<file path="src/design/cio_consts.svh">
`ifndef CIO_CONSTS_SVH
`define CIO_CONSTS_SVH

// ****************************************
// Sizes
// ****************************************
`define CIO_NPORT 5
`define CIO_NPIN 32
`define CIO_NCB 6
`define CIO_CNT_W 16

// ****************************************
// Timing
// ****************************************
`define CIO_MCLK_HZ 200000000
`define CIO_REF_HZ 100000000
`define CIO_REF_DIV (`CIO_MCLK_HZ / `CIO_REF_HZ)

// ****************************************
// Pin sharing
// ****************************************
`define CIO_LINK_MASK 32'hf000_0000
`define CIO_MASK_P0 32'h0000_0001
`define CIO_MASK_P1 32'h0000_000f
`define CIO_MASK_P2 32'h0000_00ff
`define CIO_MASK_P3 32'h0000_ffff
`define CIO_MASK_P4 32'hffff_ffff

// ****************************************
// Address map
// ****************************************
`define CIO_RGN_PORT 4'h0
`define CIO_RGN_CB 4'h1
`define CIO_RGN_GLB 4'h2
`define CIO_OFS_CTRL 5'h00
`define CIO_OFS_COND 5'h04
`define CIO_OFS_TIME 5'h08
`define CIO_OFS_DATA 5'h0c
`define CIO_OFS_COUNT 5'h10
`define CIO_OFS_STAMP 5'h14
`define CIO_OFS_STATUS 5'h18

// ****************************************
// Fields and reset values
// ****************************************
`define CIO_CTRL_EN 0
`define CIO_CTRL_OUT 1
`define CIO_CTRL_OD 2
`define CIO_CTRL_STB 3
`define CIO_CTRL_COND 4
`define CIO_CTRL_TIMED 6
`define CIO_CTRL_CB 8
`define CIO_CTRL_MASK 32'h0000_077f
`define CIO_CTRL_RST 32'h0000_0000
`define CIO_CB_SRC 0
`define CIO_CB_DIV 8
`define CIO_CB_MASK 32'h0000_ff01
`define CIO_STAT_VALID 0
`define CIO_STAT_FULL 1
`define CIO_RESP_OK 2'h0
`define CIO_RESP_ERR 2'h2

`endif

</file>
<file path="src/design/cio_pkg.sv">
package cio_pkg;

	// ****************************************
	// Types
	// ****************************************
	typedef enum logic [1:0] {
		CIO_COND_NONE = 2'h0,
		CIO_COND_EQ = 2'h1,
		CIO_COND_NEQ = 2'h2
	} cio_cond_t;

	typedef logic [31:0] cio_word_t;
	typedef logic [15:0] cio_count_t;

endpackage

</file>
<file path="src/design/cio_port.sv">
// The register addresses and the AXI4-Lite interface to the registers were decided locally.
`timescale 1ns/10ps
`include "cio_consts.svh"
// Contract
// - Ports of widths 1, 4, 8, 16, 32
// - All pins of a port share direction
// - Drive pins or sample, optionally conditional
// - Each port access completes in one cycle
// - Open drain: zero pulls low, one floats
// - Data passes pin register and transfer register
// - 16-bit counter times pin transfers
// - Counter readable; target count delays transfer
// - Counter captured as timestamp per transfer
// - Enabled link disables ports on shared pins
// - Narrower enabled port overrules wider ports
// - Unshared pins stay with wider port
// - Ports transfer only on the pins they own
// - Six clock blocks; block zero reference clock
// - Other clock blocks run at programmable rates
// - Clock block may use 1-bit port clock
// - Port clock source optionally divided
// - Input port honours incoming ready strobe
// - Output port generates strobe with data
// - After reset ports use clock block zero
// - Pin conditions become events to scheduler
module cio_port
	import cio_pkg::*;
(
	// Clock and reset
	input wire logic MCLK,
	input wire logic RST,
	// Register bus write
	input wire logic [11:0] AWADDR,
	input wire logic [2:0] AWPROT,
	input wire logic AWVALID,
	output logic AWREADY,
	input wire logic [31:0] WDATA,
	input wire logic [3:0] WSTRB,
	input wire logic WVALID,
	output logic WREADY,
	output logic [1:0] BRESP,
	output logic BVALID,
	input wire logic BREADY,
	// Register bus read
	input wire logic [11:0] ARADDR,
	input wire logic [2:0] ARPROT,
	input wire logic ARVALID,
	output logic ARREADY,
	output logic [31:0] RDATA,
	output logic [1:0] RRESP,
	output logic RVALID,
	input wire logic RREADY,
	// Pins
	input wire logic [31:0] PIN_I,
	output logic [31:0] PIN_O,
	output logic [31:0] PIN_OE,
	// Strobes
	input wire logic [4:0] STROBE_IN,
	output logic [4:0] STROBE_OUT,
	// Events
	output logic [4:0] EVENT
);

	// ****************************************
	// Helpers
	// ****************************************
	localparam logic [31:0] LINK_MASK = `CIO_LINK_MASK;
	localparam logic [7:0] REF_LAST = 8'(`CIO_REF_DIV - 1);

	function automatic cio_word_t port_mask(input int k);
		case (k)
			0: port_mask = `CIO_MASK_P0;
			1: port_mask = `CIO_MASK_P1;
			2: port_mask = `CIO_MASK_P2;
			3: port_mask = `CIO_MASK_P3;
			default: port_mask = `CIO_MASK_P4;
		endcase
	endfunction

	function automatic cio_word_t merge(input cio_word_t old, input cio_word_t nw,
		input logic [3:0] strb);
		for (int b = 0; b < 4; b++) begin
			if (strb[b]) begin
				old[b*8 +: 8] = nw[b*8 +: 8];
			end
		end
		merge = old;
	endfunction

	function automatic logic cond_met(input logic [1:0] mode, input cio_word_t val,
		input cio_word_t ref_val);
		case (mode)
			CIO_COND_EQ: cond_met = (val == ref_val);
			CIO_COND_NEQ: cond_met = (val != ref_val);
			default: cond_met = 1'b1;
		endcase
	endfunction

	function automatic logic addr_ok(input logic [11:0] a);
		addr_ok = 1'b0;
		if (a[11:8] == `CIO_RGN_PORT && a[7:5] < 3'(`CIO_NPORT) && a[4:0] <= `CIO_OFS_STATUS
			&& a[1:0] == 2'h0) begin
			addr_ok = 1'b1;
		end
		if (a[11:8] == `CIO_RGN_CB && a[7:5] == 3'h0 && a[4:2] < 3'(`CIO_NCB)
			&& a[1:0] == 2'h0) begin
			addr_ok = 1'b1;
		end
		if (a[11:8] == `CIO_RGN_GLB && a[7:0] == 8'h00) begin
			addr_ok = 1'b1;
		end
	endfunction

	// ****************************************
	// State
	// ****************************************
	cio_word_t ctrl_reg [0:`CIO_NPORT-1];
	cio_word_t cond_reg [0:`CIO_NPORT-1];
	cio_count_t target_reg [0:`CIO_NPORT-1];
	cio_word_t xfer_reg [0:`CIO_NPORT-1];
	cio_word_t shift_reg [0:`CIO_NPORT-1];
	cio_count_t count_reg [0:`CIO_NPORT-1];
	cio_count_t stamp_reg [0:`CIO_NPORT-1];
	logic [4:0] valid_reg;
	logic [4:0] full_reg;
	cio_word_t cb_cfg_reg [0:`CIO_NCB-1];
	logic [7:0] cb_cnt_reg [0:`CIO_NCB-1];
	logic [7:0] ref_cnt_reg;
	logic pin0_prev_reg;
	logic link_reg;
	logic aw_full_reg;
	logic w_full_reg;
	logic [11:0] aw_addr_reg;
	cio_word_t w_data_reg;
	logic [3:0] w_strb_reg;

	logic [5:0] cb_tick;
	logic [5:0] cb_src;
	logic [31:0] own_map [0:`CIO_NPORT-1];
	cio_word_t in_val [0:`CIO_NPORT-1];
	logic [4:0] tick;
	logic [4:0] do_in;
	logic [4:0] do_out;
	logic [4:0] rd_clr;
	logic aw_take;
	logic w_take;
	logic ar_take;
	logic do_write;
	logic [2:0] wr_idx;
	cio_word_t rd_data;

	// ****************************************
	// Clock blocks
	// ****************************************
	always_ff @(posedge MCLK or posedge RST) begin
		if (RST) begin
			ref_cnt_reg <= 8'h00;
			pin0_prev_reg <= 1'b0;
		end else begin
			ref_cnt_reg <= (ref_cnt_reg == REF_LAST) ? 8'h00 : ref_cnt_reg + 8'h01;
			pin0_prev_reg <= PIN_I[0];
		end
	end

	always_comb begin
		cb_src[0] = (ref_cnt_reg == REF_LAST);
		cb_tick[0] = cb_src[0];
		for (int b = 1; b < `CIO_NCB; b++) begin
			cb_src[b] = cb_cfg_reg[b][`CIO_CB_SRC] ? (PIN_I[0] & ~pin0_prev_reg) : cb_src[0];
			cb_tick[b] = cb_src[b] && (cb_cnt_reg[b] == cb_cfg_reg[b][`CIO_CB_DIV +: 8]);
		end
	end

	always_ff @(posedge MCLK or posedge RST) begin
		if (RST) begin
			for (int b = 0; b < `CIO_NCB; b++) begin
				cb_cnt_reg[b] <= 8'h00;
			end
		end else begin
			for (int b = 1; b < `CIO_NCB; b++) begin
				if (cb_tick[b]) begin
					cb_cnt_reg[b] <= 8'h00;
				end else if (cb_src[b]) begin
					cb_cnt_reg[b] <= cb_cnt_reg[b] + 8'h01;
				end
			end
		end
	end

	// ****************************************
	// Pin ownership and transfer conditions
	// ****************************************
	always_comb begin
		int sel;
		cio_word_t m;
		sel = -1;
		m = '0;
		for (int k = 0; k < `CIO_NPORT; k++) begin
			own_map[k] = '0;
		end
		for (int p = 0; p < `CIO_NPIN; p++) begin
			sel = -1;
			for (int k = `CIO_NPORT - 1; k >= 0; k--) begin
				m = port_mask(k);
				if (ctrl_reg[k][`CIO_CTRL_EN] && m[p]) begin
					sel = k;
				end
			end
			if (sel >= 0 && !(link_reg && LINK_MASK[p])) begin
				own_map[sel][p] = 1'b1;
			end
		end
		for (int k = 0; k < `CIO_NPORT; k++) begin
			tick[k] = (ctrl_reg[k][`CIO_CTRL_CB +: 3] < 3'(`CIO_NCB))
				? cb_tick[ctrl_reg[k][`CIO_CTRL_CB +: 3]] : 1'b0;
			in_val[k] = PIN_I & own_map[k];
			do_in[k] = ctrl_reg[k][`CIO_CTRL_EN] && !ctrl_reg[k][`CIO_CTRL_OUT] && tick[k]
				&& (!ctrl_reg[k][`CIO_CTRL_TIMED] || count_reg[k] == target_reg[k])
				&& cond_met(ctrl_reg[k][`CIO_CTRL_COND +: 2], in_val[k], cond_reg[k])
				&& (!ctrl_reg[k][`CIO_CTRL_STB] || STROBE_IN[k]);
			do_out[k] = ctrl_reg[k][`CIO_CTRL_EN] && ctrl_reg[k][`CIO_CTRL_OUT] && tick[k]
				&& full_reg[k]
				&& (!ctrl_reg[k][`CIO_CTRL_TIMED] || count_reg[k] == target_reg[k]);
		end
	end

	// ****************************************
	// Bus handshake
	// ****************************************
	assign aw_take = AWVALID & AWREADY;
	assign w_take = WVALID & WREADY;
	assign ar_take = ARVALID & ARREADY;
	assign do_write = aw_full_reg & w_full_reg & ~BVALID;
	assign wr_idx = aw_addr_reg[7:5];

	always_ff @(posedge MCLK or posedge RST) begin
		if (RST) begin
			aw_full_reg <= 1'b0;
			w_full_reg <= 1'b0;
			AWREADY <= 1'b0;
			WREADY <= 1'b0;
			aw_addr_reg <= 12'h000;
			w_data_reg <= 32'h0000_0000;
			w_strb_reg <= 4'h0;
			BVALID <= 1'b0;
			BRESP <= `CIO_RESP_OK;
		end else begin
			aw_full_reg <= (aw_full_reg | aw_take) & ~do_write;
			w_full_reg <= (w_full_reg | w_take) & ~do_write;
			AWREADY <= ~((aw_full_reg | aw_take) & ~do_write);
			WREADY <= ~((w_full_reg | w_take) & ~do_write);
			if (aw_take) begin
				aw_addr_reg <= AWADDR;
			end
			if (w_take) begin
				w_data_reg <= WDATA;
				w_strb_reg <= WSTRB;
			end
			if (do_write) begin
				BVALID <= 1'b1;
				BRESP <= addr_ok(aw_addr_reg) ? `CIO_RESP_OK : `CIO_RESP_ERR;
			end else if (BREADY) begin
				BVALID <= 1'b0;
			end
		end
	end

	always_comb begin
		rd_data = 32'h0000_0000;
		for (int k = 0; k < `CIO_NPORT; k++) begin
			rd_clr[k] = ar_take && ARADDR[11:8] == `CIO_RGN_PORT && ARADDR[7:5] == 3'(k)
				&& ARADDR[4:0] == `CIO_OFS_DATA;
		end
		if (ARADDR[11:8] == `CIO_RGN_PORT && ARADDR[7:5] < 3'(`CIO_NPORT)) begin
			case (ARADDR[4:0])
				`CIO_OFS_CTRL: rd_data = ctrl_reg[ARADDR[7:5]];
				`CIO_OFS_COND: rd_data = cond_reg[ARADDR[7:5]];
				`CIO_OFS_TIME: rd_data = {16'h0000, target_reg[ARADDR[7:5]]};
				`CIO_OFS_DATA: rd_data = xfer_reg[ARADDR[7:5]];
				`CIO_OFS_COUNT: rd_data = {16'h0000, count_reg[ARADDR[7:5]]};
				`CIO_OFS_STAMP: rd_data = {16'h0000, stamp_reg[ARADDR[7:5]]};
				`CIO_OFS_STATUS: rd_data = {30'h0, full_reg[ARADDR[7:5]], valid_reg[ARADDR[7:5]]};
				default: rd_data = 32'h0000_0000;
			endcase
		end else if (ARADDR[11:8] == `CIO_RGN_CB && ARADDR[7:5] == 3'h0
			&& ARADDR[4:2] < 3'(`CIO_NCB)) begin
			rd_data = cb_cfg_reg[ARADDR[4:2]];
		end else if (ARADDR[11:8] == `CIO_RGN_GLB) begin
			rd_data = {31'h0, link_reg};
		end
	end

	always_ff @(posedge MCLK or posedge RST) begin
		if (RST) begin
			ARREADY <= 1'b0;
			RVALID <= 1'b0;
			RDATA <= 32'h0000_0000;
			RRESP <= `CIO_RESP_OK;
		end else begin
			ARREADY <= ~ar_take & ~(RVALID & ~RREADY);
			if (ar_take) begin
				RVALID <= 1'b1;
				RDATA <= addr_ok(ARADDR) ? rd_data : 32'h0000_0000;
				RRESP <= addr_ok(ARADDR) ? `CIO_RESP_OK : `CIO_RESP_ERR;
			end else if (RREADY) begin
				RVALID <= 1'b0;
			end
		end
	end

	// ****************************************
	// Configuration registers
	// ****************************************
	always_ff @(posedge MCLK or posedge RST) begin
		if (RST) begin
			for (int k = 0; k < `CIO_NPORT; k++) begin
				ctrl_reg[k] <= `CIO_CTRL_RST;
				cond_reg[k] <= 32'h0000_0000;
				target_reg[k] <= 16'h0000;
			end
			for (int b = 0; b < `CIO_NCB; b++) begin
				cb_cfg_reg[b] <= 32'h0000_0000;
			end
			link_reg <= 1'b0;
		end else begin
			for (int k = 0; k < `CIO_NPORT; k++) begin
				if (do_in[k] || do_out[k]) begin
					ctrl_reg[k][`CIO_CTRL_TIMED] <= 1'b0;
				end
				if (do_write && aw_addr_reg[11:8] == `CIO_RGN_PORT && wr_idx == 3'(k)) begin
					case (aw_addr_reg[4:0])
						`CIO_OFS_CTRL: ctrl_reg[k] <= merge(ctrl_reg[k], w_data_reg, w_strb_reg)
							& `CIO_CTRL_MASK;
						`CIO_OFS_COND: cond_reg[k] <= merge(cond_reg[k], w_data_reg, w_strb_reg)
							& port_mask(k);
						`CIO_OFS_TIME: target_reg[k] <= 16'(merge({16'h0000, target_reg[k]},
							w_data_reg, w_strb_reg));
						default: ;
					endcase
				end
			end
			if (do_write && aw_addr_reg[11:8] == `CIO_RGN_CB && aw_addr_reg[7:5] == 3'h0
				&& aw_addr_reg[4:2] != 3'h0 && aw_addr_reg[4:2] < 3'(`CIO_NCB)) begin
				cb_cfg_reg[aw_addr_reg[4:2]] <= merge(cb_cfg_reg[aw_addr_reg[4:2]],
					w_data_reg, w_strb_reg) & `CIO_CB_MASK;
			end
			if (do_write && aw_addr_reg[11:8] == `CIO_RGN_GLB && aw_addr_reg[7:0] == 8'h00
				&& w_strb_reg[0]) begin
				link_reg <= w_data_reg[0];
			end
		end
	end

	// ****************************************
	// Data path
	// ****************************************
	always_ff @(posedge MCLK or posedge RST) begin
		if (RST) begin
			for (int k = 0; k < `CIO_NPORT; k++) begin
				xfer_reg[k] <= 32'h0000_0000;
				shift_reg[k] <= 32'h0000_0000;
			end
			valid_reg <= 5'h00;
			full_reg <= 5'h00;
		end else begin
			for (int k = 0; k < `CIO_NPORT; k++) begin
				if (rd_clr[k]) begin
					valid_reg[k] <= 1'b0;
				end
				if (do_out[k]) begin
					shift_reg[k] <= xfer_reg[k];
					full_reg[k] <= 1'b0;
				end
				if (do_in[k]) begin
					shift_reg[k] <= in_val[k];
					xfer_reg[k] <= in_val[k] & port_mask(k);
					valid_reg[k] <= 1'b1;
				end else if (do_write && aw_addr_reg[11:8] == `CIO_RGN_PORT && wr_idx == 3'(k)
					&& aw_addr_reg[4:0] == `CIO_OFS_DATA && ctrl_reg[k][`CIO_CTRL_OUT]) begin
					xfer_reg[k] <= merge(xfer_reg[k], w_data_reg, w_strb_reg) & port_mask(k);
					full_reg[k] <= 1'b1;
				end
			end
		end
	end

	// ****************************************
	// Counters and timestamps
	// ****************************************
	always_ff @(posedge MCLK or posedge RST) begin
		if (RST) begin
			for (int k = 0; k < `CIO_NPORT; k++) begin
				count_reg[k] <= 16'h0000;
				stamp_reg[k] <= 16'h0000;
			end
		end else begin
			for (int k = 0; k < `CIO_NPORT; k++) begin
				if (tick[k]) begin
					count_reg[k] <= count_reg[k] + 16'h0001;
				end
				if (do_in[k] || do_out[k]) begin
					stamp_reg[k] <= count_reg[k];
				end
			end
		end
	end

	// ****************************************
	// Pins, strobes and events
	// ****************************************
	always_ff @(posedge MCLK or posedge RST) begin
		if (RST) begin
			PIN_O <= 32'h0000_0000;
			PIN_OE <= 32'h0000_0000;
		end else begin
			for (int p = 0; p < `CIO_NPIN; p++) begin
				PIN_O[p] <= 1'b0;
				PIN_OE[p] <= 1'b0;
				for (int k = 0; k < `CIO_NPORT; k++) begin
					if (own_map[k][p] && ctrl_reg[k][`CIO_CTRL_OUT]) begin
						if (ctrl_reg[k][`CIO_CTRL_OD]) begin
							PIN_OE[p] <= ~shift_reg[k][p];
						end else begin
							PIN_O[p] <= shift_reg[k][p];
							PIN_OE[p] <= 1'b1;
						end
					end
				end
			end
		end
	end

	always_ff @(posedge MCLK or posedge RST) begin
		if (RST) begin
			STROBE_OUT <= 5'h00;
			EVENT <= 5'h00;
		end else begin
			for (int k = 0; k < `CIO_NPORT; k++) begin
				if (do_out[k]) begin
					STROBE_OUT[k] <= ctrl_reg[k][`CIO_CTRL_STB];
				end else if (tick[k] || !ctrl_reg[k][`CIO_CTRL_EN]) begin
					STROBE_OUT[k] <= 1'b0;
				end
				EVENT[k] <= do_in[k];
			end
		end
	end

endmodule

</file>
<file path="config.mk">
export PLATFORM = sky130hd
export DESIGN_NAME = cio_port
export DESIGN_NICKNAME = d
export VERILOG_FILES = /design/src/design/cio_pkg.sv /design/src/design/cio_port.sv
export VERILOG_INCLUDE_DIRS = /design/src /design/src/design
export SDC_FILE = /design/constraint.sdc
export NUM_CORES = 2
export LEC_CHECK = 0
export BUFFER_PORTS_ARGS = -buffer_cell sky130_fd_sc_hd__buf_2
export CORE_UTILIZATION = 35
export CTS_BUF_LIST = sky130_fd_sc_hd__clkbuf_8 sky130_fd_sc_hd__clkbuf_16
export DETAILED_ROUTE_END_ITERATION = 7
export PLACE_DENSITY = 0.55
export SYNTH_ARGS = -nofsm -noshare
export SYNTH_HDL_FRONTEND = slang
export SYNTH_SLANG_ARGS = --single-unit
</file>
<file path="constraint.sdc">
create_clock -name MCLK -period 25.3 [get_ports MCLK]
set_clock_uncertainty 0.2 [all_clocks]
set_input_delay 1.265 -clock MCLK [delete_from_list [all_inputs] [get_ports MCLK]]
set_output_delay 1.265 -clock MCLK [all_outputs]
set_load 0.01 [all_outputs]
</file>
### After elaboration in Yosys (flattened, before gate mapping)

Cells that the tools add are included.
W data, S select, Z words.

* logic and storage cells: 1854
* register bits: 1187
* bits of input ports: 110
* output and inout bits: 115

* add/sub/neg operators: 11
* magnitude comparators: 36
* reduce and logical (&&, ||, !) cells: 369
* bitwise gates (word level): 239
* muxes and demuxes: 1051
* equal/unequal tests: 57

Operator list (number)
* $mux W160: 32
* $or A160 B160 Y160: 31
* $demux W32 S3: 33
* $mux W32: 63
* $mux W8: 134
* $mux W1: 713
* $and A32 B32 Y32: 20
* $bmux W32 S3: 5
* $logic_and A1 B1 Y1: 265
* $pmux W32 S7: 1
* $bwmux W192: 1
* $not A1 Y1: 168
* $eq A32 B32 Y1: 5
* $ge A32 B1 Y1 const B: 5
* $ge A32 B4 Y1 const B: 5
* $lt A32 B1 Y1 const B: 5
* $ne A32 B32 Y1: 5
* $not A32 Y32: 5
* $bmux W16 S3: 3
* $mux W16: 9
* $mux W7: 16
* $add A16 B1 Y16 const B: 5
* $eq A16 B16 Y1: 5
* $reduce_and A3 Y1: 20
* 61 further kinds: 209

### Depth between registers and ports, before layout

* depth after elaboration: 83
* mapped depth: 15
* gate-level depth less buffers: 11

### Worst setup path after synthesis

No wires, ideal clock.

* path type: input-to-reg
* start: input ARADDR[5]
* end: register RDATA[6]
* buffers on the path: 4
* path slack: 21155 ps
* arrival time: 3812 ps
* stages on the path: 9
* cell sequence: clkbuf_1 -> clkbuf_1 -> clkbuf_1 -> buf_1 -> mux4_2 -> a22oi_1 -> o22ai_1 -> nor3_1 -> o21ai_0

* word-level cells in the longest chain between the ends: 9

Ends and longest elaborated chain
* start: declaration: RTL line cio_port.sv:45 `input wire logic [11:0] ARADDR,`
* $lt A3 B3 Y1: RTL line cio_port.sv:101, cio_port.sv:274
* $logic_and A1 B1 Y1: RTL line cio_port.sv:101, cio_port.sv:274
* $logic_and A1 B1 Y1 (no line)
* $logic_and A1 B1 Y1: RTL line cio_port.sv:101 `` if (a[11:8] == `CIO_RGN_PORT && a[7:5] < 3'(`CIO_NPORT) && a[4:0] <= `CIO_OFS_STATUS ``
* $mux W1: RTL line cio_port.sv:101
* $mux W1: RTL line cio_port.sv:105 `` if (a[11:8] == `CIO_RGN_CB && a[7:5] == 3'h0 && a[4:2] < 3'(`CIO_NCB) ``
* $mux W1: RTL line cio_port.sv:109 `` if (a[11:8] == `CIO_RGN_GLB && a[7:0] == 8'h00) begin ``
* $mux W1: RTL line cio_port.sv:301 `if (ar_take) begin`
* $mux W32 (*): RTL line cio_port.sv:303 `RDATA <= addr_ok(ARADDR) ? rd_data : 32'h0000_0000;`
* end signal: assignment: RTL line cio_port.sv:303
* end: declaration: RTL line cio_port.sv:49 `output logic [31:0] RDATA,`

Mark *: on every way between the ends. The rest lies on a longest branch, timed or not. The select of a mux whose other input is x is not followed.
A chain may end at the register's enable or synchronous reset.

### Worst setup path in the final report

* start: register ref_cnt_reg[1]
* end: register stamp_reg[76] in the netlist's numbering

* word-level cells in the longest chain between the ends: 11

Ends and longest elaborated chain
* start: declaration: RTL line cio_port.sv:128 `logic [7:0] ref_cnt_reg;`
* start signal: assignment: RTL line cio_port.sv:160 `ref_cnt_reg <= (ref_cnt_reg == REF_LAST) ? 8'h00 : ref_cnt_reg + 8'h01;`
* $eq A8 B1 Y1 (*): RTL line cio_port.sv:166 `cb_src[0] = (ref_cnt_reg == REF_LAST);`
* $mux W1: RTL line cio_port.sv:169 `` cb_src[b] = cb_cfg_reg[b][`CIO_CB_SRC] ? (PIN_I[0] & ~pin0_prev_reg) : cb_src[0]; ``
* $logic_and A1 B1 Y1: RTL line cio_port.sv:170 `` cb_tick[b] = cb_src[b] && (cb_cnt_reg[b] == cb_cfg_reg[b][`CIO_CB_DIV +: 8]); ``
* $bmux W1 S3 (*): RTL line cio_port.sv:215 `` ? cb_tick[ctrl_reg[k][`CIO_CTRL_CB +: 3]] : 1'b0; ``
* $mux W1 (*): RTL line cio_port.sv:215
* $mux W1 (*): RTL line cio_port.sv:214 `` tick[k] = (ctrl_reg[k][`CIO_CTRL_CB +: 3] < 3'(`CIO_NCB)) ``
* $logic_and A1 B1 Y1 (4 in a row): RTL line cio_port.sv:217 `` do_in[k] = ctrl_reg[k][`CIO_CTRL_EN] && !ctrl_reg[k][`CIO_CTRL_OUT] && tick[k] ``
* $logic_or A1 B1 Y1 (*): RTL line cio_port.sv:401 `if (do_in[k] || do_out[k]) begin`
* end signal: indexed assignment: RTL line cio_port.sv:402 `stamp_reg[k] <= count_reg[k];`
* end: declaration: RTL line cio_port.sv:123 `` cio_count_t stamp_reg [0:`CIO_NPORT-1]; ``

Marks and branches as above.

==> results by group <==
Run status
  • Status: complete, no violations

Drt
  • Vias: 29764
  • Final Routed Wirelength: 135000 um
  • TritonRoute pass-1 iters: 8
  • Drt first-iter violations: 2951
  • ANT nets after route: 0
  • Post-DR vias/cell: about 5.7
  • Post-route DRC: 0
  • Routed len/inst: 26.0 um

Clocking
  • Clock sink total: 750
  • Cts bufs inserted: between 80 and 90
  • Skew-Pair Late Insertion Delay: 680 ps
  • Worst-path clk slew: 60 ps
  • Hold Buf Count CTS: 0
  • CTS tree: yes
  • Clock root cell: clkbuf_16
  • Post-CTS Setup Inserts: 0
  • # H-tree levels: 3
  • PostCTS Resize Cnt: 0
  • Clock buffer depth: 3

GRT
  • Initial antenna violation count: 7
  • GRT Max-Usage Layer: met2
  • Met2 usage: 0.371
  • Global-route wire length before repair: approximately 200000 um
  • Met1 usage: 0.341
  • Grt ovf: 0
  • Largest net degree at the start of global routing: 121
  • Vias in the first global route: 28961
  • M3 GR Usage: 0.0392
  • Gr usage total: 0.241

Power
  • Power Total: about 3300 uW
  • Comb pwr share: 0.157
  • Reg power frac: 0.457
  • Int Power: about 2200 uW
  • Pleak: 0.0203 uW
  • Switching power: 1080 uW
  • Clock share of power: 0.386
  • Pwr dens: 75.5 nW/um^2
  • Worst vdd ir: 56.2 uV
  • Switching fraction of total power: 0.325

Setup path
  • Setup Crit Path Kind: flop to flop
  • RR Startpoint: ref_cnt_reg[1]$_DFF_PP0_
  • Arrival time worst endpoint: 5830 ps
  • Critical Path, Cell by Cell: inv_1 -> ha_1 -> or3b_2 -> o31a_1 -> nor3_1 -> mux2i_1 -> o22ai_1 -> nand2_1 -> mux2_2
  • Worst Path Required: ~26000 ps
  • CP startpoint: ref_cnt_reg[1]$_DFF_PP0_
  • Max stage delay on crit path: 1000 ps
  • Top delay family on crit path: simple AND/OR/NAND/NOR gates
  • Buf/Inv on CP: 1
  • Startpoint types: flop
  • Worst Path Max Fanout: 17
  • Worst setup EP type: flop
  • CP max stage cell: nand2_1

Finish
  • Post-layout net count: 3784
  • Multi-input gate area: 18700 um^2
  • Proportion of layout cells with a drive suffix above 1: 0.245
  • Register area: 18800 um^2
  • Layout overhead on the synthesized area: 14.1%
  • Fillers: ~11000

Job
  • Max-cap violations: 0

Placed design
  • Post-detail-place hpwl: around 97000 um
  • Global placement routability congestion: 0.910
  • Port buffer count: 216

Synthesis
  • Compound-gate portion of the synthesized area: 0.122
  • Top FF cell, synth: dfrtp_1
  • Syn Inst Count: 3521
  • Area leader, netlist: dfrtp_1
  • Seq/Total Area, Yosys: 0.486
  • XOR/XNOR share of the synthesized area: 0.0533
  • Mapped Area: 38600 um^2
  • Synth warn: 0
  • FF+latch count, synth: 750
  • Synth cell types: 88
  • Post-synthesis mux area share: 0.175
  • Adder-cell share of the synthesized area: 0.00713
  • Top-area cell type share of the netlist area: 0.486
  • Post-synth ARST share: 1.00
  • Synth area leaders: dfrtp_1, mux2_2, mux4_2, nand2_1, xnor2_1
  • Avg Cell Area, Syn: about 11 um^2
  • Post-synth EDFFs: 0
  • Largest family of logic cells by synthesized area: multiplexers
  • Post-Synth Simple-Gate Area: 0.126

Hold path
  • Worst min path class: flop to flop
  • HP Start: cb_cfg_reg[172]$_DFFE_PP0P_

Floorplanning
  • Core area: 109000 um^2
  • Die span in x: 334 um
  • Die height: about 330 um
  • DIE AREA: 112000 um^2
  • IO Pins: around 230
  • Row count: 121
  • Initial core utilization: 0.354

Timing
  • Worst hold slack: approximately 200 ps
  • Final setup viols: 0
  • Tmin final: 5520 ps
  • Total negative slack: 0 ps
  • Max Fclk: roughly 0.18 GHz
  • Slew headroom: 0.162
  • Fin crit share: 0.218
  • Pins Over Slew Limit: 0
  • Hold Violations, Final: 0
  • Worst Tran Pin Value: roughly 1300 ps
  • RSZ-0062 raised after global routing: false
## layer usage
layer	wire length, um	part of all wire	vias up
met3	10500	0.078	212
met1	59300	0.44	15160
met2	60400	0.45	1256
met4	4960	0.037	4
met5	26	0.00019	-
li1	-	-	13132
## power groups by stage
stage	combinational [uW]	clock, uW	sequential, uW
after global routing	562	1350	1540
after global placement	513	0	1540
after floorplan	384	0	1400
final	521	1290	1520
after CTS	520	1300	1520
after detailed placement	517	0	1540
## path summary, 6_finish.rpt
path / to / slack [ps] / cells after the start
max: stamp_reg[76]$_DFFE_PP0P_ / 19780 / 9
min: cb_cfg_reg[172]$_DFFE_PP0P_ / 200 / 0
max reg2reg: stamp_reg[76]$_DFFE_PP0P_ / 19780 / 9
min reg2reg: cb_cfg_reg[172]$_DFFE_PP0P_ / 200 / 0
max in group asynchronous: stamp_reg[49]$_DFFE_PP0P_ / 21280 / 5
min in group asynchronous: w_full_reg$_DFF_PP0_ / 600 / 2
## cell usage in the layout, fill, tap and decap left out, types with 15 or more instances in the layout
cell type  instances
inv_1             79
clkbuf_16         87
nand3_1           92
o31ai_1           21
a211oi_1          21
o211ai_1          35
mux2i_1           71
a21oi_1          105
nand2_1          351
xnor2_1          124
a21o_1            18
clkinv_2          15
and2_1            38
a22o_1            27
clkbuf_8          17
mux2_2           383
mux4_2            74
dfrtp_1          750
nand3b_1          31
nand2b_1          21
o21ai_0          195
and3_1            46
nor3_1            51
nor2_1           159
buf_4             62
o22ai_1           35
ha_1              22
nor2b_1           28
buf_2            214
nor4_1            22
a31oi_1           27
a22oi_1          108
nand4_1           54
xor2_1           111
## synth_stat cells (8+ instances only)
cell,instances
buf_1,26
o31ai_1,21
mux4_2,74
a32oi_1,8
o21a_1,11
inv_1,60
o22ai_1,35
clkbuf_1,185
nand4b_1,10
a211oi_1,21
nor2_1,159
xor2_1,111
nor4bb_1,12
nand4_1,54
nor2b_1,28
o2bb2ai_1,12
xnor2_1,124
nand2b_1,21
a31oi_1,27
and2_1,39
a211o_1,8
o21ai_0,195
a32o_1,8
mux2i_1,71
a21o_1,18
a22o_1,27
a21oi_1,105
nand2_1,351
and3_1,46
nand3b_1,31
o211ai_1,35
nor3_1,54
buf_2,16
dfrtp_1,750
ha_1,22
mux2_2,383
nor4_1,22
nand3_1,92
a22oi_1,108
and4_1,13
nor3b_1,10
or2_2,10
## cell type report
| type | instances | share of cell area |
|---|---|---|
| clock inverter | 55 | 0.0116 |
| sequential | 750 | 0.426 |
| clock buffer | 104 | 0.0547 |
| multi-input combinational | 2479 | 0.425 |
| tap | 1476 | 0.0419 |
| antenna | 4 | 0.000227 |
| timing repair buffer | 276 | 0.0349 |
| inverter | 60 | 0.00528 |
## per-stage QoR
| stage | setup slack [ps] | area [um^2] | std cells | utilization |
|---|---|---|---|---|
| floorplan | 2790 | 38600 | 3522 | - |
| global placement | 19390 | 41100 | 5041 | 0.377 |
| finish | 19780 | 44100 | 5204 | 0.404 |
| detailed placement | 19340 | 41100 | 5041 | 0.377 |
| global route | 19650 | 44100 | 5201 | 0.404 |
| CTS | 19770 | 44000 | 5200 | 0.404 |
## kinds of logic (layout without fill, tap and decap cells)
family / after synthesis / in the layout
simple gates: 979 / 979
xor+xnor: 235 / 235
other cells: 1 / 6
mux: 532 / 532
buf+inv: 293 / 495
flops: 750 / 750
fa+ha+maj: 22 / 22
compound gates: 709 / 709
Power figures use the tool's default switching activity.
